## src/include/acs_pkg.sv

```systemverilog
// Shared constants, types and register map of the conversion sequencer
package acs_pkg;

  // ----------------------------------------------------------------
  // Register byte offsets
  // ----------------------------------------------------------------
  localparam logic [7:0] ACS_OFS_CONTROL_0 = 8'h00;
  localparam logic [7:0] ACS_OFS_CONTROL_1 = 8'h04;
  localparam logic [7:0] ACS_OFS_RESULT_HIGH = 8'h08;
  localparam logic [7:0] ACS_OFS_RESULT_LOW = 8'h0c;
  localparam logic [7:0] ACS_OFS_IRQ_STATUS = 8'h10;
  localparam logic [7:0] ACS_OFS_IRQ_MASK = 8'h14;
  localparam logic [7:0] ACS_OFS_GLOBAL_IRQ = 8'h18;

  // ----------------------------------------------------------------
  // Field positions
  // ----------------------------------------------------------------
  localparam int ACS_C0_CHAN_LSB = 0;
  localparam int ACS_C0_FORMAT_BIT = 4;
  localparam int ACS_C0_POWER_BIT = 5;
  localparam int ACS_C0_BUSY_BIT = 6;
  localparam int ACS_C0_START_BIT = 7;
  localparam int ACS_C1_SRC_LSB = 0;
  localparam int ACS_C1_DIV_LSB = 4;
  localparam int ACS_C1_REF_LSB = 8;
  localparam int ACS_C1_GAIN_LSB = 10;
  localparam int ACS_C1_PGA_IN_LSB = 13;
  localparam int ACS_IRQ_DONE_BIT = 0;

  // ----------------------------------------------------------------
  // Codes, reset values and timing counts
  // ----------------------------------------------------------------
  localparam logic [3:0] ACS_SRC_EXTERNAL_A = 4'h0;
  localparam logic [3:0] ACS_SRC_EXTERNAL_B = 4'h4;
  localparam logic [3:0] ACS_CHAN_LAST = 4'hb;
  localparam logic [1:0] ACS_REF_AMPLIFIED = 2'h1;
  localparam logic [3:0] ACS_SAMPLE_TICKS = 4'h4;
  localparam logic [3:0] ACS_CONVERT_TICKS = 4'hc;
  localparam logic [11:0] ACS_SAR_FIRST_TRIAL = 12'h800;
  localparam logic [11:0] ACS_RESULT_RESET = 12'h000;
  localparam logic [2:0] ACS_DIV_RESET = 3'h0;
  localparam logic [31:0] ACS_READ_UNMAPPED = 32'h0000_0000;

  typedef enum logic [1:0] {
    ACS_IDLE,
    ACS_SAMPLE,
    ACS_CONVERT
  } acs_seq_t;

  // Everything the analog core needs from the sequencer
  typedef struct packed {
    logic power_on;
    logic sample_hold;
    logic [11:0] trial_code;
    logic ext_connect;
    logic [3:0] ext_channel;
    logic [3:0] internal_source;
    logic [1:0] reference_source;
    logic pga_active;
    logic [1:0] pga_input;
    logic [2:0] pga_gain;
  } acs_analog_t;

endpackage

```

## src/design/acs_sync.sv

```systemverilog
// Three-stage synchroniser with agreement filter for an asynchronous level
`timescale 1ns/1ps
module acs_sync (
  input wire logic clk,
  input wire logic rst_b,
  input wire logic async_in,
  output logic sync_out
);
  import acs_pkg::*;

  typedef struct packed {
    logic [2:0] stage;
    logic level;
  } acs_sync_state_t;

  acs_sync_state_t state;
  acs_sync_state_t next_state;

  // The first stage feeds only the second; the level moves once stages two and three agree
  always_comb begin
    next_state = state;
    next_state.stage = {state.stage[1:0], async_in};
    if (state.stage[1] == state.stage[2]) begin
      next_state.level = state.stage[2];
    end
  end

  always_ff @(posedge clk or negedge rst_b) begin
    if (!rst_b) begin
      state <= '0;
    end else begin
      state <= next_state;
    end
  end

  // Agreement is passed on in the cycle it appears, so a decision costs three clocks, not four
  assign sync_out = (state.stage[1] == state.stage[2]) ? state.stage[2] : state.level;
endmodule // acs_sync

```

## src/design/acs_clk_div.sv

```systemverilog
// Converter clock tick generator: one tick every 2**div system clocks
`timescale 1ns/1ps
module acs_clk_div #(
  parameter int DIV_W = 3,
  parameter int CNT_W = 7
) (
  input wire logic clk,
  input wire logic rst_b,
  input wire logic restart,
  input wire logic [DIV_W-1:0] div,
  output logic tick
);
  import acs_pkg::*;

  typedef struct packed {
    logic [CNT_W-1:0] count;
  } acs_div_state_t;

  acs_div_state_t state;
  acs_div_state_t next_state;
  logic [CNT_W-1:0] period_mask;

  // Code 000 ticks every clock, code 111 every 128 clocks
  always_comb begin
    period_mask = CNT_W'((1 << div) - 1);
    tick = (state.count & period_mask) == period_mask;
    next_state.count = restart ? '0 : CNT_W'(state.count + 1'b1);
  end

  always_ff @(posedge clk or negedge rst_b) begin
    if (!rst_b) begin
      state <= '0;
    end else begin
      state <= next_state;
    end
  end
endmodule // acs_clk_div

```

## src/design/acs_sequencer.sv

```systemverilog
// Conversion sequencer: Avalon-MM registers, start detect, SAR timing, result and interrupt
`timescale 1ns/1ps
module acs_sequencer (
  input wire logic clk,
  input wire logic rst_b,
  input wire logic [7:0] avs_address,
  input wire logic avs_read,
  input wire logic avs_write,
  input wire logic [31:0] avs_writedata,
  input wire logic [3:0] avs_byteenable,
  output logic [31:0] avs_readdata,
  output logic avs_waitrequest,
  input wire logic comparator_in,
  output acs_pkg::acs_analog_t analog,
  output logic conversion_busy_flag,
  output logic irq
);
  import acs_pkg::*;

  // ----------------------------------------------------------------
  // State
  // ----------------------------------------------------------------
  typedef struct packed {
    acs_seq_t seq;
    logic [3:0] phase;
    logic [11:0] code;
    logic [11:0] result;
    logic busy;
    logic start_bit;
    logic converter_power_enable;
    logic result_format_select;
    logic [3:0] external_channel_select;
    logic [3:0] input_source_select;
    logic [2:0] converter_clock_divider;
    logic [1:0] reference_source_select;
    logic [2:0] pga_gain;
    logic [1:0] pga_input;
    logic converter_irq_flag;
    logic converter_irq_enable;
    logic global_interrupt_enable;
    logic ack;
    logic [31:0] rdata;
  } acs_state_t;

  acs_state_t state;
  acs_state_t next_state;

  logic conv_tick;
  logic cmp_level;
  logic divider_restart;
  logic start_rise;
  logic start_fall;
  logic bus_req;
  logic wr_take;
  logic rd_take;
  logic [15:0] wmask;
  logic [15:0] wdata16;
  logic [15:0] ctrl0_word;
  logic [15:0] ctrl1_word;
  logic [15:0] new_c0;
  logic [15:0] new_c1;
  logic [31:0] read_word;
  logic irq_set;
  logic irq_clear;
  logic [7:0] result_high_byte;
  logic [7:0] result_low_byte;
  logic [11:0] trial_bit;
  logic [11:0] kept_code;
  logic done_event;
  logic ext_source;

  // ----------------------------------------------------------------
  // Helpers
  // ----------------------------------------------------------------
  acs_clk_div #(
    .DIV_W(3),
    .CNT_W(7)
  ) u_clk_div (
    .clk(clk),
    .rst_b(rst_b),
    .restart(divider_restart),
    .div(state.converter_clock_divider),
    .tick(conv_tick)
  );

  // Comparator decisions lag by a few system clocks; slow divider codes leave margin
  acs_sync u_cmp_sync (
    .clk(clk),
    .rst_b(rst_b),
    .async_in(comparator_in),
    .sync_out(cmp_level)
  );

  // ----------------------------------------------------------------
  // Bus decode
  // ----------------------------------------------------------------
  // One wait cycle per access: request seen, then answered on the next edge
  assign bus_req = avs_read | avs_write;
  assign avs_waitrequest = bus_req & ~state.ack;
  assign wr_take = avs_write & state.ack;
  assign rd_take = avs_read & ~state.ack;
  assign avs_readdata = state.rdata;
  assign wdata16 = avs_writedata[15:0];
  assign wmask = {{8{avs_byteenable[1]}}, {8{avs_byteenable[0]}}};

  // ----------------------------------------------------------------
  // Register views
  // ----------------------------------------------------------------
  always_comb begin
    ctrl0_word = '0;
    ctrl0_word[ACS_C0_CHAN_LSB +: 4] = state.external_channel_select;
    ctrl0_word[ACS_C0_FORMAT_BIT] = state.result_format_select;
    ctrl0_word[ACS_C0_POWER_BIT] = state.converter_power_enable;
    ctrl0_word[ACS_C0_BUSY_BIT] = state.busy;
    ctrl0_word[ACS_C0_START_BIT] = state.start_bit;
    ctrl1_word = '0;
    ctrl1_word[ACS_C1_SRC_LSB +: 4] = state.input_source_select;
    ctrl1_word[ACS_C1_DIV_LSB +: 3] = state.converter_clock_divider;
    ctrl1_word[ACS_C1_REF_LSB +: 2] = state.reference_source_select;
    ctrl1_word[ACS_C1_GAIN_LSB +: 3] = state.pga_gain;
    ctrl1_word[ACS_C1_PGA_IN_LSB +: 2] = state.pga_input;
  end

  // Words a control write leaves behind; the busy bit is never taken from them
  assign new_c0 = (ctrl0_word & ~wmask) | (wdata16 & wmask);
  assign new_c1 = (ctrl1_word & ~wmask) | (wdata16 & wmask);

  // Alignment is applied on read, so the stored code never depends on the format bit
  always_comb begin
    if (state.result_format_select) begin
      result_high_byte = {4'h0, state.result[11:8]};
      result_low_byte = state.result[7:0];
    end else begin
      result_high_byte = state.result[11:4];
      result_low_byte = {state.result[3:0], 4'h0};
    end
  end

  // ----------------------------------------------------------------
  // Start pulse detection
  // ----------------------------------------------------------------
  always_comb begin
    start_rise = 1'b0;
    start_fall = 1'b0;
    if (wr_take && avs_address == ACS_OFS_CONTROL_0) begin
      start_rise = ~state.start_bit & new_c0[ACS_C0_START_BIT];
      start_fall = state.start_bit & ~new_c0[ACS_C0_START_BIT];
    end
  end

  // Converter clock phase restarts with each new conversion
  assign divider_restart = start_fall;

  // ----------------------------------------------------------------
  // Successive approximation step
  // ----------------------------------------------------------------
  always_comb begin
    trial_bit = ACS_SAR_FIRST_TRIAL >> state.phase;
    // Comparator high means the input lies at or above the trial code
    kept_code = cmp_level ? state.code : (state.code & ~trial_bit);
  end

  assign done_event = (state.seq == ACS_CONVERT) && conv_tick
    && (state.phase == ACS_CONVERT_TICKS - 4'h1);

  // ----------------------------------------------------------------
  // Read data select
  // ----------------------------------------------------------------
  always_comb begin
    case (avs_address)
      ACS_OFS_CONTROL_0: read_word = {16'h0000, ctrl0_word};
      ACS_OFS_CONTROL_1: read_word = {16'h0000, ctrl1_word};
      ACS_OFS_RESULT_HIGH: read_word = {24'h000000, result_high_byte};
      ACS_OFS_RESULT_LOW: read_word = {24'h000000, result_low_byte};
      ACS_OFS_IRQ_STATUS: read_word = {31'h0, state.converter_irq_flag};
      ACS_OFS_IRQ_MASK: read_word = {31'h0, state.converter_irq_enable};
      ACS_OFS_GLOBAL_IRQ: read_word = {31'h0, state.global_interrupt_enable};
      default: read_word = ACS_READ_UNMAPPED;
    endcase
  end

  // ----------------------------------------------------------------
  // Interrupt events
  // ----------------------------------------------------------------
  assign irq_clear = wr_take && (avs_address == ACS_OFS_IRQ_STATUS) && avs_byteenable[0]
    && avs_writedata[ACS_IRQ_DONE_BIT];
  // A start rise in the completing cycle raises no flag, though the result is still stored
  assign irq_set = done_event && state.converter_power_enable && !start_rise;

  // ----------------------------------------------------------------
  // Next state
  // ----------------------------------------------------------------
  always_comb begin
    next_state = state;
    // A request still held after its answer starts a new access
    next_state.ack = bus_req & ~state.ack;

    // Read data is captured on the first cycle of a read
    if (rd_take) begin
      next_state.rdata = read_word;
    end

    // Register writes
    if (wr_take) begin
      case (avs_address)
        ACS_OFS_CONTROL_0: begin
          next_state.external_channel_select = new_c0[ACS_C0_CHAN_LSB +: 4];
          next_state.result_format_select = new_c0[ACS_C0_FORMAT_BIT];
          next_state.converter_power_enable = new_c0[ACS_C0_POWER_BIT];
          next_state.start_bit = new_c0[ACS_C0_START_BIT];
        end
        ACS_OFS_CONTROL_1: begin
          next_state.input_source_select = new_c1[ACS_C1_SRC_LSB +: 4];
          next_state.converter_clock_divider = new_c1[ACS_C1_DIV_LSB +: 3];
          next_state.reference_source_select = new_c1[ACS_C1_REF_LSB +: 2];
          next_state.pga_gain = new_c1[ACS_C1_GAIN_LSB +: 3];
          next_state.pga_input = new_c1[ACS_C1_PGA_IN_LSB +: 2];
        end
        ACS_OFS_IRQ_MASK: begin
          if (avs_byteenable[0]) begin
            next_state.converter_irq_enable = avs_writedata[0];
          end
        end
        ACS_OFS_GLOBAL_IRQ: begin
          if (avs_byteenable[0]) begin
            next_state.global_interrupt_enable = avs_writedata[0];
          end
        end
        default: begin
        end
      endcase
    end

    // Sequencer runs on its own once started, with no further bus traffic
    case (state.seq)
      ACS_IDLE: begin
        next_state.phase = '0;
      end
      ACS_SAMPLE: begin
        if (conv_tick) begin
          if (state.phase == ACS_SAMPLE_TICKS - 4'h1) begin
            next_state.seq = ACS_CONVERT;
            next_state.phase = '0;
            next_state.code = ACS_SAR_FIRST_TRIAL;
          end else begin
            next_state.phase = state.phase + 4'h1;
          end
        end
      end
      ACS_CONVERT: begin
        if (conv_tick) begin
          next_state.code = kept_code | (trial_bit >> 1);
          if (done_event) begin
            next_state.seq = ACS_IDLE;
            next_state.phase = '0;
            next_state.busy = 1'b0;
            next_state.result = kept_code;
          end else begin
            next_state.phase = state.phase + 4'h1;
          end
        end
      end
      default: begin
        next_state.seq = ACS_IDLE;
        next_state.phase = '0;
      end
    endcase

    // A new rising edge abandons any conversion; the falling edge begins sampling
    if (start_rise) begin
      next_state.seq = ACS_IDLE;
      next_state.busy = 1'b0;
      next_state.phase = '0;
    end
    if (start_fall && state.converter_power_enable) begin
      next_state.seq = ACS_SAMPLE;
      next_state.phase = '0;
      next_state.busy = 1'b1;
    end

    // Powered down: nothing runs, and a conversion in flight is lost
    if (!next_state.converter_power_enable) begin
      next_state.seq = ACS_IDLE;
      next_state.busy = 1'b0;
      next_state.phase = '0;
    end

    // Completion wins over a simultaneous write-one-to-clear
    if (irq_clear) begin
      next_state.converter_irq_flag = 1'b0;
    end
    if (irq_set) begin
      next_state.converter_irq_flag = 1'b1;
    end
  end

  // ----------------------------------------------------------------
  // Registers
  // ----------------------------------------------------------------
  always_ff @(posedge clk or negedge rst_b) begin
    if (!rst_b) begin
      state <= '0;
      state.seq <= ACS_IDLE;
      state.result <= ACS_RESULT_RESET;
      state.converter_clock_divider <= ACS_DIV_RESET;
    end else begin
      state <= next_state;
    end
  end

  // ----------------------------------------------------------------
  // Outputs to the analog core
  // ----------------------------------------------------------------
  assign ext_source = (state.input_source_select == ACS_SRC_EXTERNAL_A)
    || (state.input_source_select == ACS_SRC_EXTERNAL_B);

  always_comb begin
    analog = '0;
    analog.power_on = state.converter_power_enable;
    if (state.converter_power_enable) begin
      analog.sample_hold = state.seq == ACS_SAMPLE;
      analog.trial_code = (state.seq == ACS_CONVERT) ? state.code : '0;
      // Channel codes past the last one leave the input floating
      analog.ext_connect = ext_source
        && (state.external_channel_select <= ACS_CHAN_LAST);
      analog.ext_channel = analog.ext_connect ? state.external_channel_select : '0;
      analog.internal_source = state.input_source_select;
      analog.reference_source = state.reference_source_select;
      analog.pga_active = state.reference_source_select == ACS_REF_AMPLIFIED;
      analog.pga_input = analog.pga_active ? state.pga_input : '0;
      analog.pga_gain = analog.pga_active ? state.pga_gain : '0;
    end
  end

  assign conversion_busy_flag = state.busy;

  // ----------------------------------------------------------------
  // Interrupt
  // ----------------------------------------------------------------
  assign irq = state.converter_irq_flag & state.converter_irq_enable
    & state.global_interrupt_enable;
endmodule // acs_sequencer

```

## config.mk

```make
export PLATFORM = sky130hd
export DESIGN_NAME = acs_sequencer
export DESIGN_NICKNAME = d
export VERILOG_FILES = /design/src/include/acs_pkg.sv /design/src/design/acs_sync.sv /design/src/design/acs_clk_div.sv /design/src/design/acs_sequencer.sv
export SDC_FILE = /design/constraint.sdc
export NUM_CORES = 1
export LEC_CHECK = 0
export BUFFER_PORTS_ARGS = -buffer_cell sky130_fd_sc_hd__buf_2
export CAP_MARGIN = 15
export CORE_UTILIZATION = 50
export DETAILED_ROUTE_END_ITERATION = 10
export PLACE_DENSITY_LB_ADDON = 0.25
export SYNTH_ARGS = -nofsm -noshare
export SYNTH_HDL_FRONTEND = slang
export SYNTH_SLANG_ARGS = --single-unit
```

## constraint.sdc

```tcl
create_clock -name clk -period 4.09 [get_ports clk]
set_clock_uncertainty 0.05 [all_clocks]
set_input_delay 0.6135 -clock clk [delete_from_list [all_inputs] [get_ports clk]]
set_output_delay 0.6135 -clock clk [all_outputs]
set_load 0.1 [all_outputs]
```

==> flow_metrics.py, run 1 <==
metrics = {
    "outcome": {
        "status": "complete, no violations",
    },
    "drt": {
        "vias": 3512,
        "drc": 0,
        "drtIter0Drc": 190,
        "antenna_left": 0,
        "dr.pass1.iters": 4,
        "via_per_inst": 5.50,
        "drt-total-wl_um": 9870,
        "drt-wirelength-per-cell_um": 15.4,
    },
    "timing": {
        "slew_headroom": 0.322,
        "fin_crit_sh": 0.812,
        "hold_violations": 0,
        "fin_crit_ns": 3.32,
        "drv_slew": 0,
        "holdWs_ns": 0.311,
        "setup_viol": 0,
        "worst_pin_slew_ns": 1.02,
        "rsz0062_at_grt": "no",
        "tns_ns": 0,
        "fmax_mhz": 301,
    },
    "worst_setup_path": {
        "slowest_delay_ns": 0.71,
        "crit_path_frequent_cell": "or3_1",
        "path_class": "flop to flop",
        "cp.arrival_ns": 3.50,
        "end_kind": "flop",
        "crit_required_ns": 4.27,
        "cp_slowest_cell": "or3_1",
        "path_cells": "or3_1 -> ha_1 -> nor4b_1 -> a31oi_1 -> o21ai_1 -> or3_1 -> nor4_1 -> a221o_1",
        "critPathMaxFanout": 24,
        "cp-start-kind": "flop",
    },
    "logic_synthesis": {
        "ys_async_sr_fraction": 1.00,
        "yosys.area.top_type": "dfrtp_1",
        "yosys-top-cells-area": "dfrtp_1, mux2_2, buf_4",
        "postSynthAreaPerCell_um2": 9.92,
        "synth_edf_count": 0,
        "synth_top_flop_cell": "dfrtp_1",
        "yosysTopAreaCellShare": 0.435,
        "ys_warn_count": 0,
        "ys_seq_elements": 82,
        "synth_top_family_by_area": "simple AND/OR/NAND/NOR gates",
        "ys_types": 60,
        "synth_mux_area_frac": 0.100,
        "synth_cells": 476,
        "synthXorXnorAreaFrac": 0.00927,
        "synth-compound-area-share": 0.137,
        "synthAdderAreaFrac": 0.0339,
        "yosys.area_share.simple": 0.190,
        "ys_seq_area_frac": 0.435,
        "synthesis.area_um2": 4720,
    },
    "clock_tree": {
        "cts_sinks": 82,
        "clockBufferDepth": 2,
        "cts_tree": "built",
        "clock_latency_ns": 0.34,
        "numCtsBuffers": 9,
        "clk_pin_slew_ns": 0.08,
        "h-tree-depth": 3,
        "cts_setup_buffers": 0,
        "cts.repair.resized": 0,
        "root_buffer": "clkbuf_8",
        "hold_buffers": 0,
    },
    "final_layout": {
        "fin_nets": 584,
        "layout_common_cells": "dfrtp_1, buf_2, nand2_1",
        "final_common_cell": "dfrtp_1",
        "fin_util": 0.559,
        "fillers": 839,
        "syn2layout_area_growth_pct": 8.96,
        "num_antenna_cells": 0,
        "layout-drive-gt1-share": 0.267,
    },
    "placement": {
        "hpwlAfterDp_um": 7070,
        "routabilityCongestion": 0.828,
        "port_buffers": 78,
    },
    "global_route": {
        "grt_first_pass_wirelength_um": 16000,
        "grt_antenna_before_repair": 0,
        "grt-ovfl-total": 0,
        "first_global_vias": 3299,
        "grt_use_total": 0.206,
        "grt_max_degree": 83,
    },
    "die": {
        "io_pins": 115,
        "dieWidth_um": 99.2,
        "initial_core_util": 0.513,
        "dieArea_um2": 9840,
        "die_h_um": 99.2,
        "rows": 35,
        "coreArea_um2": 9200,
    },
    "flow_run": {
        "maxCapViolCount": 0,
    },
    "power_and_ir_drop": {
        "power_density_nw_per_um2": 305,
        "p_leak_nw": 2.44,
        "ir_worst_vdd_mv": 0.178,
        "power_mw": 1.57,
    },
    "hold_path": {
        "hold_path_class": "flop to flop",
    },
}
logic make-up (layout without fill, tap and decap cells):
family,count (synthesis),count (layout)
and+or+nand+nor,165,165
AOI/OAI and AO/OA,93,93
DFF,82,82
buffers and inverters,75,111
muxes,42,42
adders and majority gates,13,13
xor gates and xnor gates,5,5
other,1,17
per-stage QoR:
| stage | setup slack (ns) | cell area (um^2) | cells |
|---|---|---|---|
| 4_1_cts | 0.784 | 5140 | 639 |
| 3_5_place_dp | 0.795 | 4950 | 623 |
| 3_3_place_gp | 0.874 | 4950 | 623 |
| 2_1_floorplan | 0.291 | 4790 | 492 |
| 5_1_grt | 0.493 | 5140 | 639 |
| 6_report | 0.768 | 5140 | 639 |
metal layers:
| metal | wire length [um] | track usage | vias to the layer above |
|---|---|---|---|
| li1 | - | - | 1729 |
| met2 | 4730 | 0.341 | 93 |
| met4 | 177 | 0.0803 | 0 |
| met1 | 4620 | 0.277 | 1675 |
| met5 | 0 | 0 | - |
| met3 | 337 | 0.0281 | 15 |
cells in the mapped netlist (2+ instances only):
cell type and number:
inv_1 14, a221oi_1 3, nor2b_1 7, a221o_1 9, nor3b_1 2, mux2_2 33
o21ai_0 27, o211ai_1 5, or2b_1 2, nor4_1 5, o31a_1 2, nand4_1 2
nor3b_4 2, a22oi_1 4, buf_2 3, buf_4 34, dfrtp_1 82, nand2_1 46
a21oi_1 13, nor3_1 3, nand3b_1 2, and2_1 17, or3_1 2, a31oi_1 4
or4_1 3, ha_1 12, and3_1 18, xnor2_1 3, a211oi_1 5, xor2_1 2
nor4_2 2, a22o_1 2, o31ai_1 3, nor2_1 29, clkbuf_1 18, nand3_1 13
buf_6 4, mux2i_1 8, nand2b_1 3, a21boi_0 7, o21bai_1 2
worst max-delay path: cells and delay by family, from the launching register on:
kind            cells  cell delay [ns]
compound gates      3             0.84
fa+ha+maj           1             0.27
flops               1             0.51
simple gates        4             1.52
where the power goes:
| group | internal (mW) | switching (mW) | leakage [nW] |
|---|---|---|---|
| Sequential | 0.818 | 0.00687 | 1.11 |
| Clock | 0.284 | 0.303 | 0.0889 |
| Combinational | 0.0259 | 0.133 | 1.24 |
| Total | 1.13 | 0.443 | 2.44 |
path summary, 6_finish.rpt:
kind | startpoint | end | slack (ns) | cells after the start
worst max-delay path | flop | state[75]$_DFFE_PN0P_ | 0.77 | 8
worst min-delay path | u_cmp_sync.next_state[2]$_DFF_PN0_ | u_cmp_sync.next_state[3]$_DFF_PN0_ | 0.31 | 0
worst max register to register | flop | state[75]$_DFFE_PN0P_ | 0.77 | 8
worst min register to register | u_cmp_sync.next_state[2]$_DFF_PN0_ | u_cmp_sync.next_state[3]$_DFF_PN0_ | 0.31 | 0
max in group asynchronous | rst_b | asynchronous set/reset pin | 2.95 | 1
min in group asynchronous | rst_b | avs_readdata[11]$_DFFE_PN0P_ | 0.38 | 1
final cells by class:
type                       count  area [um^2]  share of cell area
timing repair buffer          81          415              0.0807
clock inverter                 6         66.3              0.0129
clock buffer                  10          128              0.0248
multi-input combinational    335         2290               0.446
sequential                    82         2050               0.399
inverter                      14         52.6              0.0102
tap                          111          139              0.0270
No activity file was read; power rests on OpenSTA's default activity.
==> run 2: changes to the inputs <==
- ABC_AREA: default -> 1
- clock period: 4.09 -> 3.1 ns (I/O delays scaled with it)
==> run 2 against run 1 <==
Net effect: the run now ends with DRC left; critical endpoint is now analog[22]; synthesized cell count up 33%; die area up 5.6%; first-iteration DRC count down 16%; critical path type is now flop to output pin; register-to-register slack better by 0.09 ns; via count up 17%; sequential power up 42%; final cell count up 30%; flip-flop and latch count unchanged; largest cell class unchanged; setup slack worse by 0.38 ns; area after synthesis up 5.7%.
==> flow_metrics.py, run 2 <==
metrics = {
    "outcome": {
        "status": "finished with violations",
        "violations": "DRC",
    },
    "worst_setup_path": {
        "slowest_delay_ns": 0.44,
        "cp-start-kind": "flop",
        "cp.arrival_ns": 2.19,
        "path_buf_inv": 3,
        "critPathMaxFanout": 14,
        "crit_required_ns": 2.58,
        "cp_slowest_cell": "buf_2",
        "path_cells": "inv_1 -> ha_1 -> buf_4 -> nand2_1 -> nor2_1 -> buf_2",
        "cp_top_family": "buffers and inverters",
        "path_class": "flop to output pin",
        "end_kind": "output pin",
    },
    "drt": {
        "drc": 2,
        "vias": 4108,
        "via_per_inst": 4.94,
        "drtIter0Drc": 160,
        "dr.pass1.iters": 7,
        "antenna_left": 0,
        "drt-total-wl_um": 11000,
        "drt-wirelength-per-cell_um": 13.2,
    },
    "global_route": {
        "grt_use_total": 0.227,
        "grt_max_degree": 83,
        "first_global_vias": 3799,
        "grt_first_pass_wirelength_um": 18000,
        "grt-ovfl-total": 0,
        "grt_antenna_before_repair": 0,
    },
    "clock_tree": {
        "numCtsBuffers": 9,
        "cts_tree": "built",
        "cts.repair.resized": 0,
        "clk_pin_slew_ns": 0.08,
        "cts_sinks": 82,
        "clock_latency_ns": 0.37,
        "cts_setup_buffers": 0,
        "hold_buffers": 0,
        "h-tree-depth": 3,
        "root_buffer": "clkbuf_8",
        "clockBufferDepth": 2,
    },
    "die": {
        "initial_core_util": 0.513,
        "die_h_um": 102,
        "coreArea_um2": 9730,
        "dieArea_um2": 10400,
        "io_pins": 115,
        "dieWidth_um": 102,
        "rows": 36,
    },
    "timing": {
        "drv_slew": 0,
        "tns_ns": 0,
        "rsz0062_at_grt": "no",
        "fmax_mhz": 369,
        "slew_headroom": 0.316,
        "setup_viol": 0,
        "fin_ws_ns": 0.392,
        "worst_pin_slew_ns": 1.03,
        "hold_violations": 0,
        "fin_crit_sh": 0.874,
        "fin_crit_ns": 2.71,
    },
    "power_and_ir_drop": {
        "p_leak_nw": 2.98,
        "p_sw_uw": 851,
        "cell_internal_pwr_mw": 1.69,
        "swShare": 0.335,
        "ir_worst_vdd_mv": 0.226,
        "pwr-share-clk": 0.334,
        "pwr-share-comb": 0.204,
        "power_density_nw_per_um2": 462,
        "pwr-share-seq": 0.462,
    },
    "logic_synthesis": {
        "yosysTopAreaCellShare": 0.411,
        "synthAdderAreaFrac": 0.0301,
        "ys_async_sr_fraction": 1.00,
        "yosysMostFrequentCell": "nand2_1",
        "yosys-top-cells-area": "dfrtp_1, nand2_1, inv_1",
        "synth_cells": 635,
        "synthesis.area_um2": 4990,
        "ys_warn_count": 0,
        "synth-compound-area-share": 0.126,
        "synthXorXnorAreaFrac": 0.00526,
        "synth_mux_area_frac": 0.00226,
        "ys_seq_elements": 82,
        "yosys.area_share.simple": 0.279,
        "postSynthAreaPerCell_um2": 7.86,
        "synth_top_flop_cell": "dfrtp_1",
        "yosys.area.top_type": "dfrtp_1",
        "synthTopCellsByCount": "nand2_1, inv_1, dfrtp_1",
        "synth_edf_count": 0,
        "ys_seq_area_frac": 0.411,
        "synth_top_family_by_area": "simple AND/OR/NAND/NOR gates",
        "ys_types": 46,
    },
    "placement": {
        "hpwlAfterDp_um": 8260,
        "port_buffers": 78,
        "pre_cts_slack_ns": 0.769,
        "routabilityCongestion": 0.881,
    },
    "final_layout": {
        "fillers": 930,
        "final_common_cell": "nand2_1",
        "fin_nets": 755,
        "layout-drive-gt1-share": 0.228,
        "layout_common_cells": "nand2_1, inv_1, dfrtp_1",
        "syn2layout_area_growth_pct": 10.1,
        "num_antenna_cells": 0,
    },
    "flow_run": {
        "maxCapViolCount": 0,
    },
    "hold_path": {
        "hold_path_class": "input port to flop",
    },
}
[run 2: per-layer routing]
metal	wire length [um]	GRT usage	share of wire
met1	5080	0.302	0.46
met2	5230	0.374	0.48
met3	472	0.0308	0.043
met4	168	0.0923	0.015
met5	0	0	0
[run 2: power by group through the flow]
stage / registers, mW / clock network (mW) / logic [mW]
2_1_floorplan: 1.18 / 0 / 0.454
3_3_place_gp: 1.19 / 0 / 0.505
3_5_place_dp: 1.19 / 0 / 0.517
4_1_cts: 1.17 / 0.862 / 0.521
5_1_grt: 1.19 / 0.906 / 0.567
6_report: 1.17 / 0.848 / 0.517
[run 2: metrics by stage]
step,cells,hold WS (ns),power (mW),utilization,cell area (um^2)
finish,831,0.150,2.54,0.565,5500
CTS,831,0.144,2.56,0.565,5500
floorplan,651,0.119,1.64,-,5070
global placement,816,0.283,1.70,0.544,5290
detailed placement,816,0.300,1.71,0.544,5290
global route,831,0.154,2.66,0.565,5500
[run 2: worst paths after layout]
path	start	endpoint	slack (ns)	cells past startpoint
min in group asynchronous	rst_b	asynchronous set/reset pin	0.22	1
max in group asynchronous	rst_b	state[80]$_DFFE_PN0P_	2.12	1
worst max register to register	flop	state[59]$_DFFE_PN0P_	0.86	12
worst min register to register	u_cmp_sync.next_state[2]$_DFF_PN0_	u_cmp_sync.next_state[3]$_DFF_PN0_	0.32	0
worst min-delay path	comparator_in	u_cmp_sync.next_state[2]$_DFF_PN0_	0.15	1
worst max-delay path	state[86]$_DFFE_PN0P_	analog[22]	0.39	6
[run 2: kinds of logic (layout without fill, tap and decap cells)]
kind of cell | after synthesis | in the layout
other cells | 1 | 17
fa+ha+maj | 12 | 12
simple gates | 285 | 285
xor+xnor | 3 | 3
buf+inv | 147 | 194
mux | 1 | 1
compound gates | 104 | 104
flops | 82 | 82
[run 2: final cells by class]
cell class	count	area (um^2)	share of cell area
timing repair buffer	81	415	0.0755
sequential	82	2050	0.373
tap	133	166	0.0303
multi-input combinational	422	2280	0.415
inverter	98	375	0.0682
clock buffer	10	128	0.0232
clock inverter	5	78.8	0.0143
[run 2: worst register-to-register path: stages, from the launching register on]
cell and delay (ns):
dfrtp_1 0.50, inv_1 0.17, nand3_1 0.11, ha_1 0.28, or2_2 0.31, nand2_1 0.07, nor2_1 0.04, nand2_1 0.09
nor2_4 0.05, nand3_4 0.18, inv_2 0.13, nand2_1 0.07, o21ai_0 0.07
==> run 3: changes to the inputs <==
- CORE_ASPECT_RATIO: default -> 0.7
- REMOVE_ABC_BUFFERS: default -> 1
==> run 3 against run 2 <==
Net effect: the flow now finishes without violations; sequential share of layout area shrank 0.64 points; hold slack worse by 0.045 ns; flip-flop and latch count is the same; clock-buffer cell count is 1 lower; global-route usage grew 0.85 points; sequential power about the same; clock power grew 31%.
==> flow_metrics.py, run 3 (same netlist as run 2, synthesis figures left out) <==
metrics = {
    "outcome": {
        "status": "complete, no violations",
    },
    "clock_tree": {
        "clk_pin_slew_ns": 0.06,
        "cts_sinks": 82,
        "hold_buffers": 0,
        "cts_setup_buffers": 0,
        "numCtsBuffers": 9,
        "clock_latency_ns": 0.35,
        "cts_tree": "built",
        "root_buffer": "clkbuf_16",
        "h-tree-depth": 3,
        "clockBufferDepth": 2,
        "cts.repair.resized": 0,
    },
    "placement": {
        "place_area_um2": 5290,
        "port_buffers": 78,
        "dp.cells": 813,
        "pre_cts_slack_ns": 0.739,
        "routabilityCongestion": 0.839,
        "hpwlAfterDp_um": 8870,
    },
    "final_layout": {
        "fin_nets": 757,
        "layout-drive-gt1-share": 0.224,
        "instances_no_fill": 829,
        "num_antenna_cells": 0,
        "syn2layout_area_growth_pct": 12.1,
        "fillers": 878,
        "final_common_cell": "nand2_1",
        "multi_input_area_um2": 2270,
        "seq_area_um2": 2050,
        "layout_common_cells": "nand2_1, inv_1, dfrtp_1",
        "design_area_um2": 5600,
        "fin_util": 0.578,
    },
    "drt": {
        "drt-total-wl_um": 11700,
        "via_per_inst": 5.13,
        "antenna_left": 0,
        "drtIter0Drc": 265,
        "drt-wirelength-per-cell_um": 14.1,
        "drc": 0,
        "vias": 4253,
        "dr.pass1.iters": 5,
    },
    "worst_setup_path": {
        "cp-start-kind": "flop",
        "regToRegEndpoint": "state[59]$_DFFE_PN0P_",
        "cp.arrival_ns": 2.22,
        "reg2reg_slack_ns": 0.79,
        "critPathMaxFanout": 14,
        "cp_slowest_cell": "buf_2",
        "path_buf_inv": 3,
        "slowest_delay_ns": 0.45,
        "cp_top_family": "buffers and inverters",
        "crit_required_ns": 2.58,
        "path_class": "flop to output pin",
        "path_cells": "inv_1 -> ha_1 -> buf_4 -> nand2_1 -> nor2_1 -> buf_2",
        "end_kind": "output pin",
        "r2r_cells": 12,
    },
    "power_and_ir_drop": {
        "power_mw": 2.81,
        "p_leak_nw": 3.03,
        "ir_worst_vdd_mv": 0.381,
        "power_density_nw_per_um2": 502,
    },
    "die": {
        "io_pins": 115,
        "die_h_um": 85.6,
        "initial_core_util": 0.516,
        "coreArea_um2": 9680,
        "dieWidth_um": 121,
        "dieArea_um2": 10400,
        "rows": 30,
    },
    "timing": {
        "drv_slew": 0,
        "tns_ns": 0,
        "hold_violations": 0,
        "setup_viol": 0,
        "holdWs_ns": 0.105,
        "slew_headroom": 0.539,
        "fin_crit_sh": 0.882,
        "fin_ws_ns": 0.364,
        "fin_crit_ns": 2.74,
        "worst_pin_slew_ns": 0.692,
        "rsz0062_at_grt": "no",
        "fmax_mhz": 366,
    },
    "global_route": {
        "grt-ovfl-total": 0,
        "first_global_vias": 3829,
        "grt_antenna_before_repair": 0,
        "grt_use_total": 0.235,
        "grt_max_degree": 54,
        "grt_first_pass_wirelength_um": 18900,
    },
    "hold_path": {
        "hold_path_class": "input port to asynchronous set/reset pin",
    },
    "flow_run": {
        "maxCapViolCount": 0,
    },
}
## run 3: final cells by class
cell class | instances | area share
clock buffers | 9 | 0.0402
repair buffers | 83 | 0.0769
well taps | 128 | 0.0286
flip-flops and latches | 82 | 0.367
inverters | 98 | 0.0671
clock inverters | 7 | 0.0150
multi-input cells | 422 | 0.406
## run 3: worst register-to-register path, cell delays in order, from the launching register on
cell and delay (ns):
dfrtp_1 0.49, inv_1 0.18, nand3_1 0.12, ha_1 0.28
or2_2 0.32, nand2_1 0.07, nor2_1 0.04, nand2_1 0.11
nor2_4 0.06, nand3_4 0.19, inv_2 0.14, nand2_1 0.08
o21ai_0 0.07
## run 3: worst max path at each step
stage,startpoint,to,slack (ns),cells after the start
after global placement,state[86]$_DFFE_PN0P_,analog[25],0.77,6
after CTS,state[86]$_DFFE_PN0P_,analog[21],0.36,6
after detailed placement,state[86]$_DFFE_PN0P_,analog[21],0.74,6
after floorplan,analog[30]$_DFF_PN0_,analog[0],-1.63,4
after global routing,state[86]$_DFFE_PN0P_,analog[21],0.25,6
final,state[86]$_DFFE_PN0P_,analog[25],0.36,6
## run 3: layer usage
layer,wire length [um],up-vias,global-route usage
met5,0,-,0
met4,152,0,0.0763
met3,789,15,0.0459
met2,5180,155,0.352
met1,5610,1987,0.341
li1,-,2096,-
## run 3: where the power goes
part / internal (mW) / switching (mW)
registers: 1.13 / 0.0451
logic: 0.113 / 0.412
clock network: 0.638 / 0.473
